$ cat src/rtl/mrwh_pkg.sv
// constants and helper functions shared by the register write handler
package mrwh_pkg;

    // ==========================================================
    // function codes, exception flag and error codes
    localparam logic [7:0] FUNC_WRITE_SINGLE = 8'h06;
    localparam logic [7:0] FUNC_WRITE_MULTI = 8'h10;
    localparam logic [7:0] EXC_FLAG = 8'h80;
    localparam logic [7:0] ERR_FUNC = 8'h01;
    localparam logic [7:0] ERR_ADDR = 8'h02;
    localparam logic [7:0] ERR_DATA = 8'h03;

    // ==========================================================
    // holding register offsets and reset values
    localparam logic [15:0] REG_CH1_SET_TEMP = 16'h0040;
    localparam logic [15:0] REG_CH2_SET_TEMP = 16'h0041;
    localparam logic [15:0] REG_RUN_MODE = 16'h0042;
    localparam logic [15:0] RST_CH1_SET_TEMP = 16'h0000;
    localparam logic [15:0] RST_CH2_SET_TEMP = 16'h0000;
    localparam logic [15:0] RST_RUN_MODE = 16'h0000;

    // ==========================================================
    // framing characters and checksum constants
    localparam logic [7:0] ASCII_HEADER = 8'h3A;
    localparam logic [7:0] ASCII_CR = 8'h0D;
    localparam logic [7:0] ASCII_LF = 8'h0A;
    localparam logic [15:0] CRC_INIT = 16'hFFFF;
    localparam logic [15:0] CRC_POLY = 16'hA001;
    localparam logic [7:0] LRC_INIT = 8'h00;

    // ==========================================================
    // sizes and timing
    localparam int FRAME_MAX = 32;
    localparam int LEN_W = 6;
    localparam int FIFO_WIDTH = 8;
    localparam int FIFO_DEPTH = 4;
    localparam int CLK_HZ = 100_000_000;
    localparam int BAUD_RATE = 9600;
    localparam int CHAR_BITS = 11;
    localparam int GAP_CHARS_X10 = 35;
    localparam int CHAR_CYC = (CLK_HZ * CHAR_BITS + BAUD_RATE - 1) / BAUD_RATE;
    localparam int GAP_CYC = (CHAR_CYC * GAP_CHARS_X10 + 9) / 10;
    localparam int GAP_W = 24;

    // ==========================================================
    // one byte step of the reflected crc
    function automatic logic [15:0] crc_step(input logic [15:0] c,
                                             input logic [7:0] b);
        logic [15:0] r;
        r = c ^ {8'h00, b};
        for (int k = 0; k < 8; k++)
        begin
            r = r[0] ? ((r >> 1) ^ CRC_POLY) : (r >> 1);
        end
        return r;
    endfunction : crc_step

    // true for an ascii hex digit, either case
    function automatic logic is_hex(input logic [7:0] c);
        return (c >= 8'h30 && c <= 8'h39) || (c >= 8'h41 && c <= 8'h46) ||
               (c >= 8'h61 && c <= 8'h66);
    endfunction : is_hex

    // value of an ascii hex digit
    function automatic logic [3:0] hex_val(input logic [7:0] c);
        return c[6] ? 4'(c[3:0] + 4'h9) : c[3:0];
    endfunction : hex_val

    // ascii hex digit for a nibble, upper case
    function automatic logic [7:0] hex_char(input logic [3:0] n);
        return (n < 4'hA) ? 8'(8'h30 + {4'h0, n}) : 8'(8'h37 + {4'h0, n});
    endfunction : hex_char

    // writable holding register window
    function automatic logic in_range(input logic [15:0] a);
        return a >= REG_CH1_SET_TEMP && a <= REG_RUN_MODE;
    endfunction : in_range

endpackage : mrwh_pkg

$ cat src/rtl/mrwh_stream_if.sv
// valid/ready byte stream between the handler and its fifo
interface mrwh_stream_if #(parameter int WIDTH = 8);
    logic valid;
    logic ready;
    logic [WIDTH-1:0] data;
    modport source(output valid, output data, input ready);
    modport sink(input valid, input data, output ready);
endinterface : mrwh_stream_if

$ cat src/rtl/mrwh_fifo.sv
// small synchronous fifo for the reply byte stream
module mrwh_fifo #(
    parameter int WIDTH = 8,
    parameter int DEPTH = 4
) (
    input wire logic clock_in, // system clock
    input wire logic rst_in, // async reset, active high
    mrwh_stream_if.sink push_if, // filling side
    output logic [WIDTH-1:0] data_out, // head word
    output logic valid_out, // head word valid
    input wire logic ready_in // drain side accepts head
);
    import mrwh_pkg::*;

    localparam int AW = $clog2(DEPTH);

    logic [WIDTH-1:0] mem [DEPTH];
    logic [AW-1:0] wr_ptr;
    logic [AW-1:0] rd_ptr;
    logic [AW:0] count;
    logic do_push;
    logic do_pop;

    // ==========================================================
    // handshake terms
    assign push_if.ready = (count != (AW+1)'(DEPTH));
    assign valid_out = (count != '0);
    assign do_push = push_if.valid && push_if.ready;
    assign do_pop = valid_out && ready_in;
    assign data_out = mem[rd_ptr];

    // storage
    always_ff @(posedge clock_in)
    begin
        if (do_push)
        begin
            mem[wr_ptr] <= push_if.data;
        end
    end

    // pointers and fill level
    always_ff @(posedge clock_in or posedge rst_in)
    begin
        if (rst_in)
        begin
            wr_ptr <= '0;
            rd_ptr <= '0;
            count <= '0;
        end
        else
        begin
            if (do_push)
            begin
                wr_ptr <= AW'(wr_ptr + 1'b1);
            end
            if (do_pop)
            begin
                rd_ptr <= AW'(rd_ptr + 1'b1);
            end
            if (do_push && !do_pop)
            begin
                count <= (AW+1)'(count + 1'b1);
            end
            else if (do_pop && !do_push)
            begin
                count <= (AW+1)'(count - 1'b1);
            end
        end
    end

endmodule : mrwh_fifo

$ cat src/rtl/mrwh_top.sv
// register write command handler for a serial slave, ascii and rtu framing
//
// How it works
// - a valid single write stores its value in the addressed register.
// - a successful single write is answered with a copy of the request.
// - a valid multiple write fills consecutive registers from the start.
// - a multiple write gets slave, function, start, count, new checksum.
// - ascii frames: colon, bytes as hex pairs, lrc, then cr lf.
// - 0x40 and 0x41 hold set temperatures, 0x42 takes run commands.
// - the rtu crc goes out low byte first, then high byte.
// - rtu frames sit between idle gaps of at least 3.5 char times.
// - bad function, address, data: function plus 0x80, code 01, 02, 03.
module mrwh_top #(
    parameter int GAP_CYCLES = mrwh_pkg::GAP_CYC
) (
    input wire logic clock_in, // system clock
    input wire logic rst_in, // async reset, active high
    input wire logic ascii_mode_in, // 1 ascii framing, 0 rtu
    input wire logic [7:0] dev_addr_in, // own slave address
    input wire logic [7:0] rx_data_in, // received byte or char
    input wire logic rx_valid_in, // rx_data_in valid pulse
    output logic [7:0] tx_data_out, // reply byte or char
    output logic tx_valid_out, // tx_data_out valid
    input wire logic tx_ready_in, // transmitter takes byte
    output logic [15:0] ch1_set_temperature_out, // channel 1 set value
    output logic [15:0] ch2_set_temperature_out, // channel 2 set value
    output logic [15:0] run_mode_request_out, // run mode command
    output logic busy_out // checking, writing or replying
);
    import mrwh_pkg::*;

    typedef enum {ST_RX, ST_CHECK, ST_WRITE, ST_TX} mrwh_state_t;
    typedef enum {TP_HDR, TP_DATA, TP_CK0, TP_CK1, TP_CR, TP_LF} mrwh_phase_t;

    localparam logic [GAP_W-1:0] GAP_LIM = GAP_W'(GAP_CYCLES);

    mrwh_state_t state;
    mrwh_phase_t phase;
    logic [7:0] frame_buf [FRAME_MAX];
    logic [LEN_W-1:0] len;
    logic [15:0] rx_crc;
    logic [7:0] rx_lrc;
    logic rx_bad;
    logic in_frame;
    logic nib;
    logic [3:0] hi_nib;
    logic [GAP_W-1:0] gap_cnt;
    logic gap_done;
    logic commit;
    logic [7:0] commit_val;
    logic frame_end;
    logic [7:0] rbuf [6];
    logic [2:0] rlen;
    logic [2:0] ti;
    logic tnib;
    logic [15:0] tx_crc;
    logic [7:0] tx_lrc;
    logic [3:0] wr_idx;
    logic wr_en;
    logic [15:0] wr_addr;
    logic [15:0] wr_data;
    logic [LEN_W-1:0] plen;
    logic [15:0] start;
    logic [15:0] cnt;
    logic chk_ok;
    logic [7:0] err_code;
    logic last_word;
    logic [7:0] cur_b;
    logic byte_fin;
    logic push_ok;
    mrwh_stream_if #(.WIDTH(FIFO_WIDTH)) tx_stream();

    // ==========================================================
    // receive side
    // idle line timer, saturates once the gap is long enough
    always_ff @(posedge clock_in or posedge rst_in)
    begin
        if (rst_in)
        begin
            gap_cnt <= '0;
        end
        else if (rx_valid_in)
        begin
            gap_cnt <= '0;
        end
        else if (!gap_done)
        begin
            gap_cnt <= GAP_W'(gap_cnt + 1'b1);
        end
    end
    assign gap_done = (gap_cnt == GAP_LIM);

    // decoded byte to store: raw in rtu, hex pair in ascii
    always_comb
    begin
        commit = 1'b0;
        commit_val = rx_data_in;
        if (state == ST_RX && rx_valid_in)
        begin
            if (!ascii_mode_in)
            begin
                commit = 1'b1;
            end
            else if (in_frame && is_hex(rx_data_in) && nib)
            begin
                commit = 1'b1;
                commit_val = {hi_nib, hex_val(rx_data_in)};
            end
        end
    end

    // end of frame: cr in ascii, idle gap in rtu
    assign frame_end = (state == ST_RX) &&
        (ascii_mode_in ? (rx_valid_in && in_frame && rx_data_in == ASCII_CR)
                       : (len != '0 && gap_done && !rx_valid_in));

    // frame buffer
    always_ff @(posedge clock_in)
    begin
        if (commit && len < LEN_W'(FRAME_MAX))
        begin
            frame_buf[len[4:0]] <= commit_val;
        end
    end

    // length, running checksums and framing error flag
    always_ff @(posedge clock_in or posedge rst_in)
    begin
        if (rst_in)
        begin
            len <= '0;
            rx_crc <= CRC_INIT;
            rx_lrc <= LRC_INIT;
            rx_bad <= 1'b0;
            in_frame <= 1'b0;
            nib <= 1'b0;
            hi_nib <= 4'h0;
        end
        else if (state != ST_RX)
        begin
            len <= '0;
            in_frame <= 1'b0;
            nib <= 1'b0;
        end
        else if (rx_valid_in && ascii_mode_in && rx_data_in == ASCII_HEADER)
        begin
            len <= '0;
            in_frame <= 1'b1;
            nib <= 1'b0;
            rx_bad <= 1'b0;
        end
        else if (commit)
        begin
            len <= (len < LEN_W'(FRAME_MAX)) ? LEN_W'(len + 1'b1) : len;
            rx_crc <= crc_step((len == '0) ? CRC_INIT : rx_crc, commit_val);
            rx_lrc <= 8'(((len == '0) ? LRC_INIT : rx_lrc) + commit_val);
            nib <= 1'b0;
            if (len == '0)
            begin
                rx_bad <= ascii_mode_in ? 1'b0 : !gap_done;
            end
            else if (len == LEN_W'(FRAME_MAX))
            begin
                rx_bad <= 1'b1;
            end
        end
        else if (rx_valid_in && ascii_mode_in && in_frame)
        begin
            if (is_hex(rx_data_in))
            begin
                hi_nib <= hex_val(rx_data_in);
                nib <= 1'b1;
            end
            else if (rx_data_in == ASCII_CR)
            begin
                rx_bad <= rx_bad || nib;
                in_frame <= 1'b0;
            end
            else if (rx_data_in != ASCII_LF)
            begin
                rx_bad <= 1'b1;
            end
        end
    end

    // ==========================================================
    // request decode
    always_comb
    begin
        plen = LEN_W'(len - (ascii_mode_in ? 1'b1 : 2'd2));
        start = {frame_buf[2], frame_buf[3]};
        cnt = {frame_buf[4], frame_buf[5]};
        chk_ok = !rx_bad && len >= LEN_W'(4) && frame_buf[0] == dev_addr_in &&
            (ascii_mode_in ? rx_lrc == 8'h00 : rx_crc == 16'h0000);
        err_code = 8'h00;
        if (frame_buf[1] == FUNC_WRITE_SINGLE)
        begin
            if (plen != LEN_W'(6))
            begin
                err_code = ERR_DATA;
            end
            else if (!in_range(start))
            begin
                err_code = ERR_ADDR;
            end
        end
        else if (frame_buf[1] == FUNC_WRITE_MULTI)
        begin
            if (plen < LEN_W'(7) || cnt == 16'h0000 || cnt[15:7] != '0 ||
                frame_buf[6] != {cnt[6:0], 1'b0} ||
                {3'b000, plen} != 9'(9'd7 + {1'b0, frame_buf[6]}))
            begin
                err_code = ERR_DATA;
            end
            else if (!in_range(start) ||
                17'({1'b0, start} + {1'b0, cnt} - 17'd1) >
                {1'b0, REG_RUN_MODE})
            begin
                err_code = ERR_ADDR;
            end
        end
        else
        begin
            err_code = ERR_FUNC;
        end
    end

    // register write port
    always_comb
    begin
        wr_en = 1'b0;
        wr_addr = start;
        wr_data = {frame_buf[4], frame_buf[5]};
        last_word = ({12'h000, wr_idx} == 16'(cnt - 16'd1));
        if (state == ST_CHECK && chk_ok && err_code == 8'h00 &&
            frame_buf[1] == FUNC_WRITE_SINGLE)
        begin
            wr_en = 1'b1;
        end
        else if (state == ST_WRITE)
        begin
            wr_en = 1'b1;
            wr_addr = 16'(start + {12'h000, wr_idx});
            wr_data = {frame_buf[5'(5'd7 + {wr_idx, 1'b0})],
                       frame_buf[5'(5'd8 + {wr_idx, 1'b0})]};
        end
    end

    // holding registers
    always_ff @(posedge clock_in or posedge rst_in)
    begin
        if (rst_in)
        begin
            ch1_set_temperature_out <= RST_CH1_SET_TEMP;
            ch2_set_temperature_out <= RST_CH2_SET_TEMP;
            run_mode_request_out <= RST_RUN_MODE;
        end
        else if (wr_en)
        begin
            case (wr_addr)
                REG_CH1_SET_TEMP: ch1_set_temperature_out <= wr_data;
                REG_CH2_SET_TEMP: ch2_set_temperature_out <= wr_data;
                REG_RUN_MODE: run_mode_request_out <= wr_data;
                default: ;
            endcase
        end
    end

    // ==========================================================
    // control sequence
    always_ff @(posedge clock_in or posedge rst_in)
    begin
        if (rst_in)
        begin
            state <= ST_RX;
            wr_idx <= 4'h0;
        end
        else
        begin
            case (state)
                ST_RX:
                begin
                    if (frame_end)
                    begin
                        state <= ST_CHECK;
                    end
                end
                ST_CHECK:
                begin
                    wr_idx <= 4'h0;
                    if (!chk_ok)
                    begin
                        state <= ST_RX;
                    end
                    else if (err_code == 8'h00 &&
                             frame_buf[1] == FUNC_WRITE_MULTI)
                    begin
                        state <= ST_WRITE;
                    end
                    else
                    begin
                        state <= ST_TX;
                    end
                end
                ST_WRITE:
                begin
                    wr_idx <= 4'(wr_idx + 1'b1);
                    if (last_word)
                    begin
                        state <= ST_TX;
                    end
                end
                ST_TX:
                begin
                    if (push_ok && byte_fin && (phase == TP_LF ||
                        (!ascii_mode_in && phase == TP_CK1)))
                    begin
                        state <= ST_RX;
                    end
                end
                default: state <= ST_RX;
            endcase
        end
    end

    // ==========================================================
    // reply build and serialisation
    always_ff @(posedge clock_in or posedge rst_in)
    begin
        if (rst_in)
        begin
            rlen <= 3'd0;
            for (int i = 0; i < 6; i++)
            begin
                rbuf[i] <= 8'h00;
            end
        end
        else if (state == ST_CHECK)
        begin
            if (err_code != 8'h00)
            begin
                rbuf[0] <= frame_buf[0];
                rbuf[1] <= frame_buf[1] | EXC_FLAG;
                rbuf[2] <= err_code;
                rlen <= 3'd3;
            end
            else
            begin
                for (int i = 0; i < 6; i++)
                begin
                    rbuf[i] <= frame_buf[i];
                end
                rlen <= 3'd6;
            end
        end
    end

    // byte in flight and whether this char completes it
    always_comb
    begin
        case (phase)
            TP_CK0: cur_b = ascii_mode_in ? 8'(8'h00 - tx_lrc) : tx_crc[7:0];
            TP_CK1: cur_b = tx_crc[15:8];
            default: cur_b = rbuf[ti];
        endcase
        byte_fin = !ascii_mode_in || tnib || phase == TP_HDR ||
            phase == TP_CR || phase == TP_LF;
        case (phase)
            TP_HDR: tx_stream.data = ASCII_HEADER;
            TP_CR: tx_stream.data = ASCII_CR;
            TP_LF: tx_stream.data = ASCII_LF;
            default: tx_stream.data = !ascii_mode_in ? cur_b :
                (tnib ? hex_char(cur_b[3:0]) : hex_char(cur_b[7:4]));
        endcase
    end
    assign tx_stream.valid = (state == ST_TX);
    assign push_ok = tx_stream.valid && tx_stream.ready;
    assign busy_out = (state != ST_RX);

    // phase walk of the reply
    always_ff @(posedge clock_in or posedge rst_in)
    begin
        if (rst_in)
        begin
            phase <= TP_DATA;
            ti <= 3'd0;
            tnib <= 1'b0;
            tx_crc <= CRC_INIT;
            tx_lrc <= LRC_INIT;
        end
        else if (state != ST_TX)
        begin
            phase <= ascii_mode_in ? TP_HDR : TP_DATA;
            ti <= 3'd0;
            tnib <= 1'b0;
            tx_crc <= CRC_INIT;
            tx_lrc <= LRC_INIT;
        end
        else if (push_ok)
        begin
            tnib <= ascii_mode_in && !byte_fin;
            if (byte_fin)
            begin
                case (phase)
                    TP_HDR: phase <= TP_DATA;
                    TP_DATA:
                    begin
                        tx_crc <= crc_step(tx_crc, cur_b);
                        tx_lrc <= 8'(tx_lrc + cur_b);
                        ti <= 3'(ti + 1'b1);
                        if (ti == 3'(rlen - 1'b1))
                        begin
                            phase <= TP_CK0;
                        end
                    end
                    TP_CK0: phase <= ascii_mode_in ? TP_CR : TP_CK1;
                    TP_CR: phase <= TP_LF;
                    default: phase <= TP_DATA;
                endcase
            end
        end
    end

    // reply fifo toward the transmitter
    mrwh_fifo #(
        .WIDTH(FIFO_WIDTH),
        .DEPTH(FIFO_DEPTH)
    ) u_fifo (
        .clock_in(clock_in),
        .rst_in(rst_in),
        .push_if(tx_stream),
        .data_out(tx_data_out),
        .valid_out(tx_valid_out),
        .ready_in(tx_ready_in)
    );

endmodule : mrwh_top

$ cat config.mk
export PLATFORM = sky130hd
export DESIGN_NAME = mrwh_top
export DESIGN_NICKNAME = d
export VERILOG_FILES = /design/src/rtl/mrwh_pkg.sv /design/src/rtl/mrwh_stream_if.sv /design/src/rtl/mrwh_fifo.sv /design/src/rtl/mrwh_top.sv
export SDC_FILE = /design/constraint.sdc
export NUM_CORES = 1
export LEC_CHECK = 0
export BUFFER_PORTS_ARGS = -buffer_cell sky130_fd_sc_hd__buf_2
export CORE_MARGIN = 4
export CORE_UTILIZATION = 68
export DETAILED_ROUTE_END_ITERATION = 12
export PLACE_DENSITY_LB_ADDON = 0.15
export RECOVER_POWER = 25
export SLEW_MARGIN = 20
export SYNTH_ARGS = -nofsm -noshare
export SYNTH_HDL_FRONTEND = slang
export SYNTH_SLANG_ARGS = --single-unit
$ cat constraint.sdc
create_clock -name clock_in -period 17.8 [get_ports clock_in]
set_clock_uncertainty 0.1 [all_clocks]
set_input_delay 0 -clock clock_in [delete_from_list [all_inputs] [get_ports clock_in]]
set_output_delay 0 -clock clock_in [all_outputs]
set_load 0.02 [all_outputs]
### After elaboration in Yosys (flattened, before gate mapping)

Memory sizes are Yosys's and may differ from the RTL's.
Index checks and enable logic that the tools add are counted.

| storage, ports and cells | value |
|---|---|
| flip-flop bits (word level) | 263 |
| memory bits (writable) | 288 |
| input bits | 21 |
| memories | 2 |

Memories:

| name | words | width | rd ports | clocked after memory_dff | wr ports | RTL line | text |
|---|---|---|---|---|---|---|---|
| frame_buf | 32 | 8 | 9 | 0 | 1 | mrwh_top.sv:39 | `logic [7:0] frame_buf [FRAME_MAX];` |
| u_fifo.mem | 4 | 8 | 1 | 0 | 1 | mrwh_fifo.sv:17 | `logic [WIDTH-1:0] mem [DEPTH];` |

| operators by class | value |
|---|---|
| add/subtract/negate cells | 25 |
| $lt $le $gt $ge | 15 |
| eq/ne operators | 41 |
| mux-type cells | 112 |
| bitwise gates (word level) | 23 |
| reduce and logical (&&, ||, !) cells | 92 |

Operators by type and width:

| kind | count |
|---|---|
| two-way mux 16 bit | 26 |
| two-way mux 32 bit | 7 |
| equality test 32 x 2 -> 1 bit (second input constant) | 5 |
| equality test 32 x 3 -> 1 bit (second input constant) | 5 |
| zero test 32 bit | 4 |
| case mux 32 bit (4 select lines) | 1 |
| two-way mux 8 bit | 14 |
| case mux 32 bit (3 select lines) | 1 |
| equality test 32 x 1 -> 1 bit (second input constant) | 2 |
| equality test 32 x 4 -> 1 bit (second input constant) | 2 |
| equality test 16 x 7 -> 1 bit (second input constant) | 3 |
| two-way mux 24 bit | 2 |
| inverter 2 -> 3 bit | 16 |
| two-way mux 1 bit | 35 |
| zero test 16 bit | 2 |
| inequality test 32 x 3 -> 1 bit (second input constant) | 1 |
| nonzero test 32 bit | 1 |
| XOR 16 x 8 -> 16 bit | 2 |
| logical AND 1 bit | 31 |
| adder 6 x 4 -> 7 bit (first input constant) | 4 |
| adder 24 x 1 -> 24 bit (second input constant) | 1 |
| binary-select mux 8 bit (select 3 bit) | 1 |
| equality test 24 x 19 -> 1 bit (second input constant) | 1 |
| two-way mux 3 bit | 8 |
| other kinds (67) | 133 |

### Logic depth before layout (Yosys ltp)

Gate-level depths: netlist of run 1.

| depth | value |
|---|---|
| depth after elaboration | 26 |
| depth in mapped cells | 20 |
| mapped depth without buffers | 19 |

### Modules after synthesis

From an unflattened synthesis of run 1, not the netlist that was laid out.

| second synthesis, totals | value |
|---|---|
| cell total of the unflattened synthesis | 1,885 |
| area, all modules | 24,748.7 um^2 |

Modules (own cells, without submodules):

| module | times used | cells each | area an instance (um^2) | sequential area each (um^2) |
|---|---|---|---|---|
| mrwh_top | 1 | 1,807 | 23,153.5 | 12,658.4 |
| mrwh_fifo | 1 | 78 | 1,595.3 | 1,136.1 |

### Worst setup path before layout of run 1

OpenSTA, ideal clock, no wires.

| path | value |
|---|---|
| kind | flip-flop to flip-flop |
| start point | reg wr_idx[0] |
| end point | reg ch1_set_temperature_out[14] |
| data arrival time | 4,646 ps |
| setup slack | 12,929 ps |
| cell stages (with the launch flop) | 14 |
| period minus slack after synthesis | 4,871 ps |
| cells stage by stage | dfrtp_1 > clkbuf_1 > clkbuf_1 > buf_2 > clkbuf_1 > inv_1 > ha_1 > clkbuf_1 > clkbuf_1 > clkbuf_1 > mux4_2 > mux4_2 > mux2_2 > mux2_2 |

| on the way | value |
|---|---|
| longest elaborated chain between the ends | 5 |

Ends and longest elaborated chain:

| element | RTL line | text |
|---|---|---|
| from (decl) | mrwh_top.sv:58 | `logic [3:0] wr_idx;` |
| from (signal assigned) | mrwh_top.sv:307 | `wr_idx <= 4'(wr_idx + 1'b1);` |
| adder 16 x 4 -> 16 bit | mrwh_top.sv:243 | `wr_addr = 16'(start + {12'h000, wr_idx});` |
| two-way mux 16 bit | mrwh_top.sv:240 | `else if (state == ST_WRITE)` |
| two-way mux 16 bit | mrwh_top.sv:235 | `if (state == ST_CHECK && chk_ok && err_code == 8'h00 &&` |
| equality test 16 x 7 -> 1 bit | mrwh_top.sv:260 | `case (wr_addr)` |
| AND reduction 2 bit (no line) | -- |  |
| to (signal assigned) | mrwh_top.sv:261 | `REG_CH1_SET_TEMP: ch1_set_temperature_out <= wr_data;` |
| to (decl) | mrwh_top.sv:25 | `output logic [15:0] ch1_set_temperature_out,` |

Several ways; a longest one is shown, not always the timed one.
A chain may end at the register's enable or synchronous reset.

==> metrics.txt, run 1 <==
first drt pass iteration count 6; Mean Syn Cell Area 12.8 um^2; largest net degree at the start of global routing 90; 1st-iter DRT viols 1719; RSZ-0062 raised after global routing no; reg2reg setup slack 12.35 ns; syn_nets 2035; Post-synth EDFFs 288; fmax 0.149 GHz; RD Place Congestion 0.940; Worst Path Max Fanout 89; FF+latch count, synth 492; post-synthesis sequential area ratio 0.557; Vias/cell 6.55; most crowded layer after global routing met2; Total Wirelength 62.3 mm; Inserted Diodes 0; layout cells sized above 1 0.181; HP Class input port to register; grt met3 use 0.0517; final worst slack 11.09 ns; per-cell routed wire length 24.7 um; Hold Path Depth 5; Slew HR -1.69; Starting Density 0.693; Worst Hold End hi_nib[2]$_DFFE_PP0P_; final routed DRC violation total 0; Die Height 199 um; final hold viol count 0; Max Buffers Root-to-Sink 3; number of global-route vias before repair 16400; Setup crit start kind input port; Critical R2R Capture ch1_set_temperature_out[4]$_DFFE_PP0P_; met2 Use GR 0.520; violated checks max-capacitance violations, max-slew violations; maximum vdd drop 0.101 mV; Crit Path Class input port to async pin; area of the multi-input gates 10200 um^2; Final Max Slew Viols 209; WP data required 17.15 ns; Detailed Place HPWL 41.9 mm; R2R Path Start state[1]$_DFFE_PP0P_; Root Driver clkbuf_16; Syn. warnings 0; Final Cycle Share 0.377; layout net count 2130; first-pass GRT wire length 96.4 mm; Post-CTS Setup Bufs 0; grt ovf 0; Cell Pwr Density 109 nW/um^2; CTS tree built; initial antenna violation count 1; htree depth 2; final hold slack 0.0402 ns; register clock-pin slew on the reported worst setup and hold paths 0.06 ns; # clock sinks 492; Final setup violation count 0; crit path DAT 6.06 ns; setup TNS 0 ns; max-cap violations 3; Synth cell types 79; io pins 79; GRT Total Usage 0.320; Area growth, synth to finish 10.3%; storage element area 13800 um^2; Fill cells 2252; Final Critical Period 6.71 ns; async set-reset flop share out of synthesis 0.415; Slew @ Worst Pin 4.02 ns; Clock Latency Late Sink 0.60 ns; DR vias 16500; TritonCTS buffer count 48; Hold Crit Start rx_data_in[0]; Detail Route Antenna Nets 0; utilization after layout 0.764; Buffers on Ports 78; die area 39500 um^2; reg2reg path depth 11; Synth Cell Area 24800 um^2; pre-CTS setup slack 12.52 ns; Site Rows 69; Leak 10.6 nW; synthesized instance count 1928; Top FF cell, synth edfxtp_1; CORE AREA 35700 um^2; Crit. End Element async pin; M1 GR Usage 0.448; status finished, violations left; die span in x 199 um
==> routing by layer <==
layer | vias up | wire [um] | share of wire
met2 | 808 | 30000 | 0.48
met1 | 8264 | 24300 | 0.39
met4 | 0 | 2530 | 0.041
met5 | - | 0 | 0
met3 | 183 | 5350 | 0.086
li1 | 7280 | - | -
==> worst max path at each step <==
stage	startpoint	endpoint	slack, ns	cells past startpoint
3_3_place_gp	ascii_mode_in	ch1_set_temperature_out[9]$_DFFE_PP0P_	12.66	12
6_report	rst_in	wr_idx[0]$_DFFE_PP0P_	11.09	5
5_1_grt	rst_in	wr_idx[0]$_DFFE_PP0P_	10.06	5
4_1_cts	len[0]$_DFFE_PP0P_	ch1_set_temperature_out[4]$_DFFE_PP0P_	12.50	11
3_5_place_dp	ascii_mode_in	ch1_set_temperature_out[6]$_DFFE_PP0P_	12.52	12
2_1_floorplan	rst_in	ch1_set_temperature_out[0]$_DFFE_PP0P_	12.19	1
==> through the flow <==
step,cells,total power [W],cell area (um^2)
5_1_grt,2524,0.00311,27300
3_3_place_gp,2417,0.00195,25600
3_5_place_dp,2417,0.00197,25600
4_1_cts,2524,0.00299,27400
6_report,2524,0.00298,27300
2_1_floorplan,1928,0.00181,24800
==> cell families (layout without fill, tap and decap cells) <==
| group | count (synthesis) | in the layout | synth area share |
|---|---|---|---|
| simple gates | 503 | 503 | 0.100 |
| flops | 492 | 492 | 0.557 |
| compound gates | 282 | 282 | 0.0725 |
| mux | 216 | 216 | 0.139 |
| buf+inv | 200 | 335 | 0.0316 |
| xor+xnor | 149 | 149 | 0.0544 |
| fa+ha+maj | 86 | 86 | 0.0453 |
==> area by class of cell <==
type | instances | share of cell area
clock buffers | 62 | 0.0493
clock inverters | 28 | 0.00894
inverters | 129 | 0.0178
multi-input cells | 1236 | 0.374
flip-flops and latches | 492 | 0.505
well taps | 461 | 0.0211
repair buffers | 116 | 0.0234
==> placed cells by master, fill, tap and decap left out, drive strengths merged, types with 44 or more instances in the layout <==
| master | instances |
|---|---|
| a21oi | 71 |
| buf | 44 |
| clkbuf | 117 |
| dfrtp | 171 |
| edfxtp | 288 |
| ha | 80 |
| inv | 129 |
| mux2 | 107 |
| mux4 | 88 |
| nand2 | 120 |
| nor2 | 143 |
| o21ai | 88 |
| xnor2 | 83 |
| xor2 | 63 |
==> sequential cells by signal, summed over array words and instances, names as in the netlist, 6 cells and up <==
name	flops
run_mode_request_out	16
u_fifo.mem	32
gap_cnt	24
ch2_set_temperature_out	16
tx_lrc	8
rx_crc	16
ch1_set_temperature_out	16
tx_crc	16
rbuf	48
len	6
frame_buf	256
rx_lrc	8
==> synthesized netlist by cell type, types with 4 or more instances <==
cell / count / share of area
edfxtp_1: 288 / 0.35
dfrtp_1: 171 / 0.17
nor2_1: 143 / 0.022
inv_1: 127 / 0.019
nand2_1: 120 / 0.018
mux2_2: 96 / 0.044
mux4_2: 88 / 0.080
o21ai_0: 86 / 0.017
xnor2_1: 83 / 0.029
ha_1: 80 / 0.040
a21oi_1: 71 / 0.014
xor2_1: 63 / 0.022
clkbuf_1: 51 / 0.0077
nand3_1: 39 / 0.0079
nor3_1: 38 / 0.0077
dfstp_2: 33 / 0.035
nor2b_1: 30 / 0.0076
nor4_1: 25 / 0.0063
mux2i_1: 21 / 0.0085
nand4_1: 21 / 0.0053
a21o_1: 18 / 0.0055
and3_1: 14 / 0.0035
or3_1: 14 / 0.0035
mux2_4: 11 / 0.0067
nor3b_1: 11 / 0.0033
o21a_1: 11 / 0.0033
a31oi_1: 10 / 0.0025
buf_1: 10 / 0.0015
o22ai_1: 10 / 0.0025
and2_1: 9 / 0.0023
nand2b_1: 9 / 0.0023
a211oi_1: 7 / 0.0021
buf_2: 7 / 0.0014
fa_1: 6 / 0.0049
o21bai_1: 6 / 0.0018
o31ai_1: 6 / 0.0018
or4_1: 6 / 0.0018
nand3b_1: 5 / 0.0015
o211ai_1: 5 / 0.0015
o221ai_1: 5 / 0.0018
o22a_1: 5 / 0.0018
a22oi_1: 4 / 0.0012
and4_1: 4 / 0.0014
==> power breakdown <==
| part | switching [W] | total (W) | leakage (nW) | internal (W) |
|---|---|---|---|---|
| combinational | 0.000340 | 0.000606 | 4.60 | 0.000266 |
| sequential | 0.0000677 | 0.00136 | 5.23 | 0.00129 |
| clock | 0.000449 | 0.00102 | 0.784 | 0.000571 |
| total | 0.000857 | 0.00298 | 10.6 | 0.00213 |
==> critical path, stage by stage <==
cell and delay (ns):
dlygate4sd3_1 0.54, buf_2 0.12, dlygate4sd3_1 0.57, clkinvlp_2 2.23, clkbuf_1 2.53
==> repair_timing <==
item / in CTS / in global routing
hold endpoints to repair: 129 / 0
hold buffers: 17 / 0
resized for setup: 0 / 0
Power figures use the tool's default switching activity.
==> inputs of run 2 (changes only) <==
--- a/config.mk
+++ b/config.mk
@@ -5,9 +5,10 @@
 export SDC_FILE = /design/constraint.sdc
 export NUM_CORES = 1
 export LEC_CHECK = 0
+export ABC_AREA = 1
 export BUFFER_PORTS_ARGS = -buffer_cell sky130_fd_sc_hd__buf_2
 export CORE_MARGIN = 4
-export CORE_UTILIZATION = 68
+export CORE_UTILIZATION = 63
 export DETAILED_ROUTE_END_ITERATION = 12
 export PLACE_DENSITY_LB_ADDON = 0.15
 export RECOVER_POWER = 25
==> constraint.sdc (replaced) <==
create_clock -name clock_in -period 6.49 [get_ports clock_in]
set_clock_uncertainty 0.1 [all_clocks]
set_input_delay 0 -clock clock_in [delete_from_list [all_inputs] [get_ports clock_in]]
set_output_delay 0 -clock clock_in [all_outputs]
set_load 0.02 [all_outputs]
==> metrics.txt, run 2 <==
Post-synth EDFFs 288 (unchanged); fmax 0.192 GHz; Final Max Slew Viols 87 (-58%); die area 45200 um^2 (+14%); first-pass GRT wire length 115 mm (+20%); layout net count 3164 (+49%); max reg flops 256 (unchanged); CTS tree built; io pins 79 (unchanged); register clock-pin slew on the reported worst setup and hold paths 0.06 ns (about the same); initial antenna violation count 0 (-1); Post-CTS Setup Bufs 0 (unchanged); Final Critical Period 5.21 ns; Detailed Place HPWL 50.4 mm (+20%); Detail Route Antenna Nets 0 (unchanged); Synth Area in XOR/XNOR 0.0262 (-0.0282); Top FF cell, synth edfxtp_1; Syn. warnings 0 (unchanged); RSZ-0062 raised after global routing no; die span in x 213 um (+6.9%); final hold viol count 0 (unchanged); area of the multi-input gates 10700 um^2 (+5.0%); Compound-Gate Fraction of Synth Area 0.127 (+0.0549); htree depth 2 (unchanged); per-cell routed wire length 20.1 um (-18%); violated checks max-capacitance violations, max-slew violations; max-cap violations 1 (-2); GRT Total Usage 0.324 (+0.00401); Final setup violation count 0 (unchanged); setup TNS 0 ns (unchanged); Max Buffers Root-to-Sink 3 (unchanged); Synth Cell Area 26400 um^2 (+6.5%); layout cells sized above 1 0.0732 (-0.108); Die Height 213 um (+6.9%); Clock Latency Late Sink 0.61 ns (about the same); most frequent cells in the layout nand2_1, nor2_1, inv_1, o21ai_0, edfxtp_1; placed cell count 3513 (+45%); number of global-route vias before repair 21200 (+29%); Post-Synth Simple-Gate Area 0.208 (+0.108); Area growth, synth to finish 9.81%; Final Cycle Share 0.803; synthesized-area fraction occupied by adder cells 0.0425 (-0.00278); Worst Path Max Fanout 27 (-70%); Root Driver clkbuf_16; DR vias 22000 (+33%); Finished Layout Cells 3631 (+44%); maximum vdd drop 0.307 mV (+210%); Slew @ Worst Pin 3.96 ns (-0.0632 ns); synthesized instance count 2985 (+55%); largest net degree at the start of global routing 120 (+33%); Total Wirelength 73.1 mm (+17%); storage element area 13800 um^2 (unchanged); count leader, synth nand2_1; Inserted Diodes 0 (unchanged); Fill cells 3175 (+41%); Starting Density 0.642 (-0.0510); Vias/cell 6.06 (-7.5%); TritonCTS buffer count 51 (+6.3%); post-synthesis mux area share 0.00128 (-0.138); status finished, violations left; largest family of logic cells by synthesized area simple AND/OR/NAND/NOR gates; syn_nets 3092 (+52%); Leak 12.5 nW (+18%); HP Class input port to async pin; async set-reset flop share out of synthesis 0.415 (unchanged); 1st-iter DRT viols 2626 (+53%); Buffers on Ports 78 (unchanged); Slew HR -1.64 (+0.0569); grt ovf 0 (unchanged); top cells by area, synth edfxtp_1, dfrtp_1, nand2_1, o21ai_0, inv_1; area fraction of the dominant cell type after synthesis 0.328 (-0.0214); post-synthesis sequential area ratio 0.523 (-0.0342); leading area contributor after synthesis edfxtp_1; Setup crit start kind register; commonest non-fill, non-tap cell in the layout nand2_1; RD Place Congestion 1.01 (+7.9%); # clock sinks 492 (unchanged); final routed DRC violation total 0 (unchanged); Mean Syn Cell Area 8.84 um^2 (-31%); CORE AREA 41100 um^2 (+15%); FF+latch count, synth 492 (unchanged); Synth cell types 62 (-22%); Crit. End Element register; first drt pass iteration count 6 (unchanged); Crit Path Class register to register; commonest cells in the netlist nand2_1, inv_1, nor2_1, o21ai_0, edfxtp_1; crit path DAT 5.62 ns (-0.44 ns); Cell Pwr Density 287 nW/um^2 (+160%); WP data required 6.90 ns (-10.25 ns); Site Rows 74 (+7.2%); Final Power 0.00831 W (+180%)
## run 2: cell types whose count changed in the layout (fill, tap and decap cells not counted), sizes merged, moves of 64 or more
cell / before / now
nand3: 39 / 113
inv: 129 / 348
nand2: 120 / 634
mux4: 88 / 0
a21oi: 71 / 136
nor2: 143 / 352
o21ai: 88 / 319
mux2: 107 / 3
nand4: 21 / 85
## run 2: layer usage
layer  wire, um  GRT usage
met1      30000      0.453
met4       3130      0.124
met2      33800      0.514
met5          0          0
met3       6190     0.0556
## run 2: metrics by stage
step           worst slack, ns  hold slack (ns)  utilization  instance area [um^2]
5_1_grt                  0.695            0.133        0.704                 29000
4_1_cts                   1.78           0.0499        0.706                 29000
3_5_place_dp              1.83            0.152        0.659                 27100
3_3_place_gp              1.97            0.137        0.659                 27100
2_1_floorplan            0.877           0.0538            -                 26400
6_report                  1.28           0.0123        0.704                 29000
## run 2: repair_timing
| action | CTS | global route |
|---|---|---|
| gates resized for setup | 0 | 0 |
| endpoints found under the hold margin | 159 | 0 |
| hold buffers | 22 | 0 |
| endpoints found under the setup margin | 0 | 0 |
## run 2: worst max-delay path: stages (launching register included)
cell and delay, ns:
dfrtp_1 0.45, inv_1 0.11, ha_1 0.17, clkbuf_1 0.86
inv_1 0.67, nor3_1 0.33, and3_1 0.18, nand3_1 0.29
nor2_1 0.32, nand4_4 0.17, nand2_4 0.28, inv_1 0.19
o21ai_0 0.69, nand4_1 0.19, nand2_1 0.11
## run 2: worst paths after layout
kind | startpoint | end | slack [ns] | depth (start not counted)
worst max-delay path | state[1]$_DFFE_PP0P_ | run_mode_request_out[0]$_DFFE_PP0P_ | 1.28 | 14
worst min register to register | rlen[1]$_DFFE_PP0P_ | rlen[1]$_DFFE_PP0P_ | 0.36 | 2
max in group asynchronous | rst_in | ch1_set_temperature_out[10]$_DFFE_PP0P_ | 1.66 | 4
worst min-delay path | rst_in | gap_cnt[20]$_DFFE_PP0P_ | 0.01 | 3
min in group clock_in | rx_data_in[2] | rx_bad$_DFFE_PP0P_ | 0.11 | 7
worst max register to register | state[1]$_DFFE_PP0P_ | run_mode_request_out[0]$_DFFE_PP0P_ | 1.28 | 14
## run 2: kinds of logic after synthesis
family / after synthesis
flip-flops: 492
multiplexers: 3
AND/OR/NAND/NOR: 1265
XOR/XNOR: 79
buffers and inverters: 460
AO/OA/AOI/OAI: 600
adder cells (fa/ha/maj): 86
## run 2: layout make-up
| class | instances | share of cell area |
|---|---|---|
| flip-flops and latches | 492 | 0.476 |
| multi-input cells | 2033 | 0.370 |
| clock buffers | 65 | 0.0470 |
| inverters | 355 | 0.0463 |
| repair buffers | 124 | 0.0254 |
| well taps | 532 | 0.0230 |
| clock inverters | 30 | 0.0118 |
## run 2: where the power goes
group / switching [W] / leakage [nW] / internal, W
clock network: 0.00124 / 0.820 / 0.00173
registers: 0.000150 / 5.24 / 0.00354
logic: 0.00112 / 6.43 / 0.000526
